File: src/include/cstat_pkg.sv
package cstat_pkg;
    // ****************************************************
    // register map and field layout
    // ****************************************************
    localparam logic [8:0] CSTAT_STATUS_OFFS = 9'h003;  // status offset in each bank
    localparam logic [6:0] CSTAT_BANK_MASK = 7'h7f;     // offset within a bank
    localparam int CSTAT_BIT_IND_BANK = 7;   // indirect bank select
    localparam int CSTAT_BIT_RPH = 6;   // direct bank select high
    localparam int CSTAT_BIT_RPL = 5;   // direct bank select low
    localparam int CSTAT_BIT_TIMEOUT = 4;    // watchdog time-out flag
    localparam int CSTAT_BIT_PWR_DOWN = 3;   // power-down flag
    localparam int CSTAT_BIT_Z = 2;     // zero flag
    localparam int CSTAT_BIT_DIGIT_C = 1;    // digit carry flag
    localparam int CSTAT_BIT_C = 0;     // carry flag
    localparam int CSTAT_NIB = 4;       // digit width
    // power-up value of the whole register (unknown flags taken as zero)
    localparam logic [7:0] CSTAT_RESET_VAL = 8'h18;
    // ****************************************************
    // alu operations that the flag unit understands
    // ****************************************************
    typedef enum logic [2:0] {
        CSTAT_OP_NONE,   // no flag effect
        CSTAT_OP_ADD,    // add, updates zero, digit carry and carry
        CSTAT_OP_SUB,    // subtract, updates zero, digit carry and carry
        CSTAT_OP_LOGIC,  // logic or inc/dec, updates z only
        CSTAT_OP_CLR,    // clear-file, result zero, updates z
        CSTAT_OP_RRC,    // rotate right through carry
        CSTAT_OP_RLC     // rotate left through carry
    } cstat_op_e;
endpackage

File: src/hw/cstat_flag_unit.sv
`timescale 1ns/1ps
// computes flag results of one alu operation, combinational
module cstat_flag_unit
    import cstat_pkg::*;
#(
    parameter int WIDTH = 8
) (
    // operation and operands
    input wire cstat_op_e op,
    input wire logic [WIDTH-1:0] opa,
    input wire logic [WIDTH-1:0] opb,
    input wire logic carry_in,
    // results
    output logic [WIDTH-1:0] result,
    output logic z_upd,
    output logic z_val,
    output logic dig_upd,
    output logic dig_val,
    output logic c_upd,
    output logic c_val
);
    // ****************************************************
    // adder shared by add and subtract
    // ****************************************************
    logic [WIDTH-1:0] addend;   // second operand or its complement
    logic cin;                  // carry into bit 0
    logic [WIDTH:0] sum;        // full sum with carry out
    logic [CSTAT_NIB:0] nsum;   // low digit sum with digit carry

    // subtraction is opa + ~opb + 1, so carries read as inverted borrows
    always_comb begin
        addend = (op == CSTAT_OP_SUB) ? ~opb : opb;
        cin = (op == CSTAT_OP_SUB);
        sum = {1'b0, opa} + {1'b0, addend} + {{WIDTH{1'b0}}, cin};
        nsum = {1'b0, opa[CSTAT_NIB-1:0]} + {1'b0, addend[CSTAT_NIB-1:0]}
            + {{CSTAT_NIB{1'b0}}, cin};
    end

    // ****************************************************
    // result and flag selection
    // ****************************************************
    always_comb begin
        result = opa;
        z_upd = 1'b0;
        dig_upd = 1'b0;
        c_upd = 1'b0;
        dig_val = nsum[CSTAT_NIB];
        c_val = sum[WIDTH];
        case (op)
            CSTAT_OP_ADD, CSTAT_OP_SUB: begin
                result = sum[WIDTH-1:0];
                z_upd = 1'b1;
                dig_upd = 1'b1;
                c_upd = 1'b1;
            end
            CSTAT_OP_LOGIC: begin
                z_upd = 1'b1;
            end
            CSTAT_OP_CLR: begin
                result = '0;
                z_upd = 1'b1;
            end
            CSTAT_OP_RRC: begin
                // low bit leaves through carry
                result = {carry_in, opa[WIDTH-1:1]};
                c_upd = 1'b1;
                c_val = opa[0];
            end
            CSTAT_OP_RLC: begin
                // high bit leaves through carry
                result = {opa[WIDTH-2:0], carry_in};
                c_upd = 1'b1;
                c_val = opa[WIDTH-1];
            end
            default: begin
                result = opa;
            end
        endcase
        z_val = (result == '0);
    end
endmodule

File: src/hw/cstat_bank_decode.sv
`timescale 1ns/1ps
// turns the bank select bits into full data memory addresses
module cstat_bank_decode
    import cstat_pkg::*;
(
    // bank selects and low address parts
    input wire logic [1:0] direct_bank,
    input wire logic indirect_bank,
    input wire logic [6:0] direct_low,
    input wire logic [7:0] pointer,
    // full nine-bit addresses
    output logic [8:0] direct_addr,
    output logic [8:0] indirect_addr
);
    // 00 -> 00h-7fh, 01 -> 80h-ffh, 10 -> 100h-17fh, 11 -> 180h-1ffh
    assign direct_addr = {direct_bank, direct_low};
    // set selects banks 2-3, clear selects banks 0-1
    assign indirect_addr = {indirect_bank, pointer};
endmodule

File: src/hw/cstat_status_reg.sv
`timescale 1ns/1ps
// core status register: alu flags, reset cause and bank selects
module cstat_status_reg
    import cstat_pkg::*;
#(
    parameter int WIDTH = 8
) (
    // clock and reset
    input wire logic clk,
    input wire logic reset,
    // file register write port from the instruction datapath
    input wire logic wr_en,
    input wire logic [8:0] wr_addr,
    input wire logic [WIDTH-1:0] wr_data,
    // alu operation of the executing instruction
    input wire cstat_op_e alu_op,
    input wire logic [WIDTH-1:0] alu_a,
    input wire logic [WIDTH-1:0] alu_b,
    input wire logic alu_dest_status,
    // reset-cause events, one-cycle pulses
    input wire logic clear_watchdog_instr,
    input wire logic sleep_instr,
    input wire logic watchdog_timeout,
    // addressing inputs
    input wire logic [6:0] direct_low,
    input wire logic [7:0] pointer,
    // outputs
    output logic [WIDTH-1:0] core_status_flags,
    output logic [WIDTH-1:0] alu_result,
    output logic [8:0] direct_addr,
    output logic [8:0] indirect_addr
);
    // ****************************************************
    // state
    // ****************************************************
    logic [WIDTH-1:0] stat_q;       // the register itself
    logic [WIDTH-1:0] stat_d;       // next value
    logic [WIDTH-1:0] res_q;        // registered alu result
    logic [8:0] daddr_q;            // registered direct address
    logic [8:0] iaddr_q;            // registered indirect address
    logic [WIDTH-1:0] res;          // alu result
    logic z_upd, z_val, dig_upd, dig_val, c_upd, c_val;
    logic [8:0] daddr_c;            // decoded direct address
    logic [8:0] iaddr_c;            // decoded indirect address
    logic hit;                      // write targets the status register

    // ****************************************************
    // flag computation
    // ****************************************************
    cstat_flag_unit #(.WIDTH(WIDTH)) u_flags (
        .op(alu_op),
        .opa(alu_a),
        .opb(alu_b),
        .carry_in(stat_q[CSTAT_BIT_C]),
        .result(res),
        .z_upd(z_upd),
        .z_val(z_val),
        .dig_upd(dig_upd),
        .dig_val(dig_val),
        .c_upd(c_upd),
        .c_val(c_val)
    );

    // ****************************************************
    // bank address decode
    // ****************************************************
    cstat_bank_decode u_bank (
        .direct_bank(stat_q[CSTAT_BIT_RPH:CSTAT_BIT_RPL]),
        .indirect_bank(stat_q[CSTAT_BIT_IND_BANK]),
        .direct_low(direct_low),
        .pointer(pointer),
        .direct_addr(daddr_c),
        .indirect_addr(iaddr_c)
    );

    // the register appears at the same offset in every bank
    assign hit = wr_en && ((wr_addr & {2'b00, CSTAT_BANK_MASK}) == CSTAT_STATUS_OFFS);

    // ****************************************************
    // next value of the status register
    // ****************************************************
    // order matters: instruction write first, then alu flags override the
    // masked bits, then reset-cause events, which no write may touch
    always_comb begin
        stat_d = stat_q;
        if (hit) begin
            // writable bits take the data like any file register
            stat_d[CSTAT_BIT_IND_BANK] = wr_data[CSTAT_BIT_IND_BANK];
            stat_d[CSTAT_BIT_RPH] = wr_data[CSTAT_BIT_RPH];
            stat_d[CSTAT_BIT_RPL] = wr_data[CSTAT_BIT_RPL];
            // time-out and power-down ignore the data
            stat_d[CSTAT_BIT_TIMEOUT] = stat_q[CSTAT_BIT_TIMEOUT];
            stat_d[CSTAT_BIT_PWR_DOWN] = stat_q[CSTAT_BIT_PWR_DOWN];
            // an op touching any alu flag blocks the write of all three, so a
            // clear-file or rotate leaves the flags it does not set unchanged
            if (!(z_upd || dig_upd || c_upd)) begin
                stat_d[CSTAT_BIT_Z] = wr_data[CSTAT_BIT_Z];
                stat_d[CSTAT_BIT_DIGIT_C] = wr_data[CSTAT_BIT_DIGIT_C];
                stat_d[CSTAT_BIT_C] = wr_data[CSTAT_BIT_C];
            end
        end
        // alu flags win over a write of the same bits
        if (z_upd) begin
            stat_d[CSTAT_BIT_Z] = z_val;
        end
        if (dig_upd) begin
            stat_d[CSTAT_BIT_DIGIT_C] = dig_val;
        end
        if (c_upd) begin
            stat_d[CSTAT_BIT_C] = c_val;
        end
        // a clear-file of the register itself zeroes the bank bits
        if (alu_op == CSTAT_OP_CLR && alu_dest_status) begin
            stat_d[CSTAT_BIT_IND_BANK] = 1'b0;
            stat_d[CSTAT_BIT_RPH] = 1'b0;
            stat_d[CSTAT_BIT_RPL] = 1'b0;
        end
        // reset-cause events
        if (clear_watchdog_instr) begin
            stat_d[CSTAT_BIT_TIMEOUT] = 1'b1;
            stat_d[CSTAT_BIT_PWR_DOWN] = 1'b1;
        end
        if (sleep_instr) begin
            stat_d[CSTAT_BIT_TIMEOUT] = 1'b1;
            stat_d[CSTAT_BIT_PWR_DOWN] = 1'b0;
        end
        // a time-out is a hardware event and wins over the instructions
        if (watchdog_timeout) begin
            stat_d[CSTAT_BIT_TIMEOUT] = 1'b0;
        end
    end

    // ****************************************************
    // status register
    // ****************************************************
    // power-up leaves time-out and power-down set
    always_ff @(posedge clk or posedge reset) begin
        if (reset) begin
            stat_q <= CSTAT_RESET_VAL;
        end else begin
            stat_q <= stat_d;
        end
    end

    // ****************************************************
    // registered result and addresses
    // ****************************************************
    // addresses lag the bank bits by one cycle so outputs come from flops
    always_ff @(posedge clk or posedge reset) begin
        if (reset) begin
            res_q <= '0;
            daddr_q <= '0;
            iaddr_q <= '0;
        end else begin
            res_q <= res;
            daddr_q <= daddr_c;
            iaddr_q <= iaddr_c;
        end
    end

    assign core_status_flags = stat_q;
    assign alu_result = res_q;
    assign direct_addr = daddr_q;
    assign indirect_addr = iaddr_q;
endmodule

File: config.mk
export PLATFORM = sky130hd
export DESIGN_NAME = cstat_status_reg
export DESIGN_NICKNAME = d
export VERILOG_FILES = /design/src/include/cstat_pkg.sv /design/src/hw/cstat_flag_unit.sv /design/src/hw/cstat_bank_decode.sv /design/src/hw/cstat_status_reg.sv
export SDC_FILE = /design/constraint.sdc
export NUM_CORES = 1
export LEC_CHECK = 0
export BUFFER_PORTS_ARGS = -buffer_cell sky130_fd_sc_hd__buf_2
export CORE_MARGIN = 8
export CORE_UTILIZATION = 43
export CTS_CLUSTER_DIAMETER = 40
export DETAILED_ROUTE_END_ITERATION = 6
export GPL_ROUTABILITY_DRIVEN = 0
export PLACE_DENSITY_LB_ADDON = 0.08
export SYNTH_ARGS = -nofsm -noshare
export SYNTH_HDL_FRONTEND = slang
export SYNTH_SLANG_ARGS = --single-unit
File: constraint.sdc
create_clock -name clk -period 1.9 [get_ports clk]
set_clock_uncertainty 0.05 [all_clocks]
set_input_delay 0.095 -clock clk [delete_from_list [all_inputs] [get_ports clk]]
set_output_delay 0.095 -clock clk [all_outputs]
set_load 0.01 [all_outputs]
==> results of run 1 <==
==> power breakdown <==
part | switching, uW | total (uW) | internal [uW]
registers | 17.6 | 801 | 784
clock network | 250 | 541 | 291
logic | 359 | 763 | 404
==> logic make-up after synthesis <==
kind of cell | count (synthesis) | synth area share
AO/OA/AOI/OAI | 70 | 0.257
adder cells (fa/ha/maj) | 11 | 0.0708
XOR/XNOR | 12 | 0.0513
AND/OR/NAND/NOR | 63 | 0.158
buffers and inverters | 20 | 0.0470
flip-flops | 34 | 0.416
==> what timing repair did <==
item,4_1_cts,5_1_grt
endpoints found under the setup margin,6,7
hold buffers,23,0
setup buffers,6,2
hold endpoints to repair,52,0
pin swaps,19,3
gates resized for setup,25,8
==> registers in the layout, summed over array words and instances (netlist names) <==
name               count
indirect_addr          9
direct_addr            9
core_status_flags      8
alu_result             8
==> path summary, 6_finish.rpt <==
check                                             to  slack (ns)  cells past startpoint
worst max register to register  core_status_flags[2]       -0.10                      6
min in group asynchronous              alu_result[2]        0.41                      4
worst min-delay path            core_status_flags[3]        0.03                      3
max in group asynchronous       core_status_flags[4]        1.05                      4
worst min register to register        direct_addr[7]        0.35                      0
worst max-delay path            core_status_flags[2]       -0.62                     10
==> layout make-up <==
class                           count  share of cell area
Sequential cell                    34               0.251
Multi-Input combinational cell    156               0.369
Tap cell                           54              0.0199
Timing Repair Buffer              163               0.325
Inverter                            6             0.00663
Clock buffer                        6              0.0243
Clock inverter                      2             0.00368
==> worst reg2reg max path, stage by stage (launching register included) <==
cell,delay [ns]
dfrtp_1,0.40
a21o_1,0.19
a22o_2,0.21
o22a_1,0.21
a211o_1,0.28
or4_4,0.42
o31ai_2,0.18
==> routing by layer <==
layer | vias up | GRT usage | share of wire
met5 | - | 0 | 0
met4 | 0 | 0.0566 | 0.0091
met3 | 6 | 0.0386 | 0.059
met2 | 65 | 0.315 | 0.52
met1 | 1026 | 0.209 | 0.41
li1 | 1080 | - | -
==> stage by stage <==
stage,cells,util,setup WS [ns],hold slack [ns]
after detailed placement,383,0.616,-1.03,0.154
after global routing,421,0.729,-0.670,0.0287
final,421,0.729,-0.623,0.0298
after CTS,419,0.719,-0.596,0.0223
after floorplan,210,-,-0.984,0.0764
after global placement,383,0.616,-0.975,0.153
==> synthesized netlist by cell type (all sizes together) (3+ instances only) <==
library cell   n
a211oi         3
a21o          12
a21oi          9
a221oi         3
a22oi          3
a31oi          4
a32oi          3
and2           3
and3           3
buf            9
clkbuf         5
dfrtp         32
ha            10
inv            6
nand2         21
nand3          3
nor2          16
nor2b          4
nor3           5
o211ai         4
o21a           3
o21ai          9
o22a           3
xor2          11
==> run metrics, run 1 <==
outcome=finished with violations; failing checks=negative setup slack; Slowest-stage cell, CP=or4b_4; Final Hold Fails=0; pwr dens=about 620 nW/um^2; commonest non-fill, non-tap cell in the layout=buf_2; IO Count=between 90 and 100; flip-flop and latch count after synthesis=34; dpl hpwl=about 4700 um; WS Path Type=in2reg; Avg Cell Area, Syn=between 9 and 10 sq um; setup violators final=5; Max clock buf depth=2; highest-count cells in the layout ignoring fill and taps=84 x buf_2, 48 x buf_4, 32 x dfrtp_1; Vias=between 2000 and 2500; Mapped Area=2050 sq um; clock-pin slew on the worst setup and hold paths=roughly 0.070 ns; Synth Warn #=0; layout cells sized above 1=0.501; CTS tree=built; number of synthesized flops with an enable pin=0; final setup TNS=-1.43 ns; chip width=between 80 and 90 um; CP Cell Sequence=buf_6, or4b_4, a21boi_4, fa_2, nor2b_4, o21ai_2, a21o_1, a211o_1, or4_4, o31ai_2; TritonRoute pass-1 iters=4; Final min period=~2.5 ns; Min-Delay Startpoint=clear_watchdog_instr; top cell family by delay on the critical path=simple AND/OR/NAND/NOR gates; DRT antenna net count=0; Worst EP arrival=2.67 ns; CTS buffer count=5; clock root cell=clkbuf_8; Net Count, Synth=~280; Max FO, Critical Path=2; Iter 0 DRT Violations=roughly 100; gr ovfl total=0; post-synth top area share=0.391; Critical Path Max Stage Delay=0.54 ns; Pleak=approximately 0.0017 uW; Rel. slew slack=0.686; Initial Util=0.440; core area=4660 sq um; ANT cells=0; latest clock arrival within the worst-skew pair=between 0.2 and 0.3 ns; final WL=6460 um; layout net count=about 440; Reg area=~850 sq um; Die Y-Extent=around 85 um; FP Rows=25; sequential cell area fraction in the yosys report=0.416; number of H-tree levels=2; routed len/inst=between 15 and 20 um; CP Capture Type=flop; Die Area=~7200 sq um; fmax=0.396 GHz; port bufs=87; Vias/cell=5.17; Power, Total=around 2100 uW; Primary FF master, synth=dfrtp_1; critical path startpoint category=input pin; # fillers=345; Slew Viols, Final=0; DRC Markers=0; vias in the first global route=roughly 2200; Mapped Cells=between 200 and 250; crit path launch=alu_b[0]; RSZ-0062 raised after global routing=yes; DP Area=about 2900 sq um; unique cell type count in the Yosys netlist=52; fin crit share=1.33; first-pass GRT wire length=about 11000 um; antenna violations before repair=0; area leader, netlist=dfrtp_1; Slew @ Worst Pin=0.471 ns; highest ir drop seen on vdd=0.241 mV; r2r startpoint=core_status_flags[0]; max-cap violation count=0; Req. time, crit path=approximately 2 ns; WP buf/inv=1; clk sinks=34; FFs w/ async S/R, synth=1.00; final setup margin=-0.623 ns; total global-route track usage=0.179; Hold Path Class=in2reg; Area growth syn-to-layout=65.8%; Final Cell Area=~3400 sq um; Area contributors post-synth=dfrtp_1 39%, ha_1 6.1%, xor2_1 4.7%; largest net degree at the start of global routing=35; footprint of the multi-input gates=approximately 1300 sq um
Power figures use the tool's default switching activity.
==> run 2: changes to the inputs <==
--- a/config.mk
+++ b/config.mk
@@ -14,4 +14,5 @@
 export PLACE_DENSITY_LB_ADDON = 0.08
 export SYNTH_ARGS = -nofsm -noshare
 export SYNTH_HDL_FRONTEND = slang
+export SYNTH_HIERARCHICAL = 1
 export SYNTH_SLANG_ARGS = --single-unit
==> run metrics, run 2 <==
FP Rows=25 (unchanged); highest-count cells in the layout ignoring fill and taps=85 x buf_2, 36 x buf_4, 32 x dfrtp_1; CTS tree=built; routed len/inst=14.9 um (-2.6%); ANT cells=0 (unchanged); Die Y-Extent=85.6 um (+0.69%); final setup margin=-0.429 ns (+0.195 ns); total global-route track usage=0.160 (-0.0189); Synth Warn #=6 (+6); Final min period=2.33 ns (-0.195 ns); area leader, netlist=dfrtp_1; number of H-tree levels=2 (unchanged); CP Cell Sequence=buf_6, or3b_4, xnor2_2, inv_1, fa_1, nor2b_4, o21ai_0, nor3b_1, o31a_1, o211ai_1, nor4_2, nor2b_1, a21oi_1; Slew @ Worst Pin=0.583 ns (+0.111 ns); gr ovfl total=0 (unchanged); # fillers=394 (+14%); pwr dens=686 nW/um^2 (+11%); dpl hpwl=4430 um (-5.2%); fin crit share=1.23 (-0.102); Mapped Cells=207 (-1.4%); top cell family by delay on the critical path=simple AND/OR/NAND/NOR gates; IO Count=92 (unchanged); Slowest-stage cell, CP=or3b_4; setup violators final=7 (+2); routed wl met3=364 um (-3.7%); Max FO, Critical Path=5 (+3); final setup TNS=-1.18 ns (+0.253 ns); Hold Crit Endpoint=core_status_flags[5]; Final Hold Fails=0 (unchanged); outcome=finished with violations; Initial Util=0.444 (+0.00453); Vias/cell=5.07 (-1.9%); clock root cell=clkbuf_8; Mapped Area=2080 sq um (+1.7%); Hold Path Class=in2reg; final WL=5800 um (-10%); port bufs=87 (unchanged); Die Area=7330 sq um (+1.4%); Power, Total=2110 uW (+0.38%); FFs w/ async S/R, synth=1.00 (unchanged); Area growth syn-to-layout=47.8%; Area contributors post-synth=dfrtp_1 38%, buf_4 6.5%, ha_1 4.8%; Vias=1969 (-9.6%); WP buf/inv=2 (+1); Net Count, Synth=274 (-1.8%); latest clock arrival within the worst-skew pair=0.28 ns (about the same); highest ir drop seen on vdd=0.340 mV (+41%); hold path cells=3 (unchanged); first-pass GRT wire length=9480 um (-10%); post-synth top area share=0.384 (-0.00657); sequential cell area fraction in the yosys report=0.409 (-0.00700); layout cells sized above 1=0.485 (-0.0163); layout net count=400 (-8.0%); unique cell type count in the Yosys netlist=55 (+5.8%); fmax=0.429 GHz (+8.4%); WS Path Type=in2reg; DRC Markers=0 (unchanged); Max clock buf depth=2 (unchanged); clock-pin slew on the worst setup and hold paths=0.07 ns (about the same); TritonRoute pass-1 iters=4 (unchanged); RR Endpoint=core_status_flags[2]; chip width=85.6 um (+0.69%); Slew Viols, Final=0 (unchanged); synth cell count leaders=32 x dfrtp_1, 18 x buf_4, 13 x a21oi_1, 12 x o21ai_0, 11 x nand2_1; DRT antenna net count=0 (unchanged); critical path startpoint category=input pin; Pleak=0.00152 uW (-12%); Worst EP arrival=2.43 ns (-0.24 ns); flip-flop and latch count after synthesis=34 (unchanged); wire length on met1=2420 um (-9.5%); core area=4690 sq um (+0.67%); largest net degree at the start of global routing=22 (-37%); RSZ-0062 raised after global routing=yes; top sig layer=met4; antenna violations before repair=0 (unchanged); Min-Delay Startpoint=wr_data[5]; Iter 0 DRT Violations=75 (-27%); met2 WL=2860 um (-14%); commonest non-fill, non-tap cell in the layout=buf_2; max-cap violation count=0 (unchanged); CP Capture Type=flop; number of synthesized flops with an enable pin=0 (unchanged); failing checks=negative setup slack; vias in the first global route=2001 (-10%); clk sinks=34 (unchanged); r2r setup slk=0.11 ns (+0.21 ns); CTS buffer count=5 (unchanged); Critical Path Max Stage Delay=0.44 ns (-0.10 ns); r2r worst-path depth=8 (+2); r2r startpoint=core_status_flags[0]; Rel. slew slack=0.610 (-0.0753); Primary FF master, synth=dfrtp_1; most frequent cell after synthesis=dfrtp_1; Req. time, crit path=2.00 ns (-0.05 ns); Avg Cell Area, Syn=10.1 sq um (+3.2%)
run 2: cell types whose count changed in the layout (fill, tap and decap cells not counted), sizes merged, moves of 4 or more:
cell,before,now
xor2,11,3
nor2,16,8
nor3b,0,4
a21oi,9,14
dlygate4sd3,23,19
o21ai,9,13
a21o,12,7
buf,140,125
nand2,21,11
xnor2,1,9
run 2: how the worst max path moves through the flow:
| stage | startpoint | endpoint | slack (ns) | depth (start not counted) |
|---|---|---|---|---|
| 6_report | alu_op[0] | core_status_flags[2] | -0.43 | 13 |
| 5_1_grt | alu_op[0] | core_status_flags[2] | -0.56 | 13 |
| 3_3_place_gp | alu_op[2] | core_status_flags[2] | -0.88 | 13 |
| 3_5_place_dp | alu_op[2] | core_status_flags[2] | -0.93 | 13 |
| 2_1_floorplan | alu_op[0] | core_status_flags[2] | -0.69 | 14 |
| 4_1_cts | alu_op[0] | core_status_flags[2] | -0.40 | 13 |
run 2: layout make-up:
class / count / area, sq um / area share
repair buffers: 144 / 931 / 0.302
clock buffers: 8 / 110 / 0.0357
well taps: 54 / 67.6 / 0.0219
flip-flops and latches: 34 / 853 / 0.277
multi-input cells: 139 / 1080 / 0.352
inverters: 9 / 33.8 / 0.0110
run 2: metal layers:
layer / vias to the layer above / GRT usage
met5: - / 0
met2: 69 / 0.267
met1: 901 / 0.188
li1: 988 / -
met4: 0 / 0.0717
met3: 11 / 0.0420
run 2: logic make-up after synthesis:
kind of cell,share of synthesized area
compound gates,0.219
simple gates,0.157
buf+inv,0.107
flops,0.409
xor+xnor,0.0504
fa+ha+maj,0.0576
run 2: power breakdown:
group,internal [uW],leakage (uW),switching (uW)
clock,365,0.0000575,236
sequential,789,0.000410,23.9
combinational,356,0.00105,343
run 2: through the flow:
step	utilization	hold slack [ns]	setup slack, ns	instances	instance area, sq um
after global routing	0.657	0.0145	-0.562	388	3080
after detailed placement	0.566	0.0997	-0.928	355	2660
after CTS	0.643	0.00126	-0.398	384	3020
after global placement	0.566	0.0948	-0.881	355	2660
final	0.657	0.0120	-0.429	388	3080
after floorplan	-	0.0776	-0.694	207	2110
run 2: worst register-to-register path, delay by kind of cell (launching register included):
kind | cells | cell delay, ns
compound gates | 5 | 0.88
flops | 1 | 0.42
simple gates | 3 | 0.38
run 2: repair_timing:
item | 4_1_cts | 5_1_grt
gates resized for setup | 11 | 7
hold buffers | 19 | 0
setup buffers | 2 | 5
pin swaps | 12 | 9
endpoints found under the setup margin | 9 | 9
hold endpoints to repair | 29 | 0
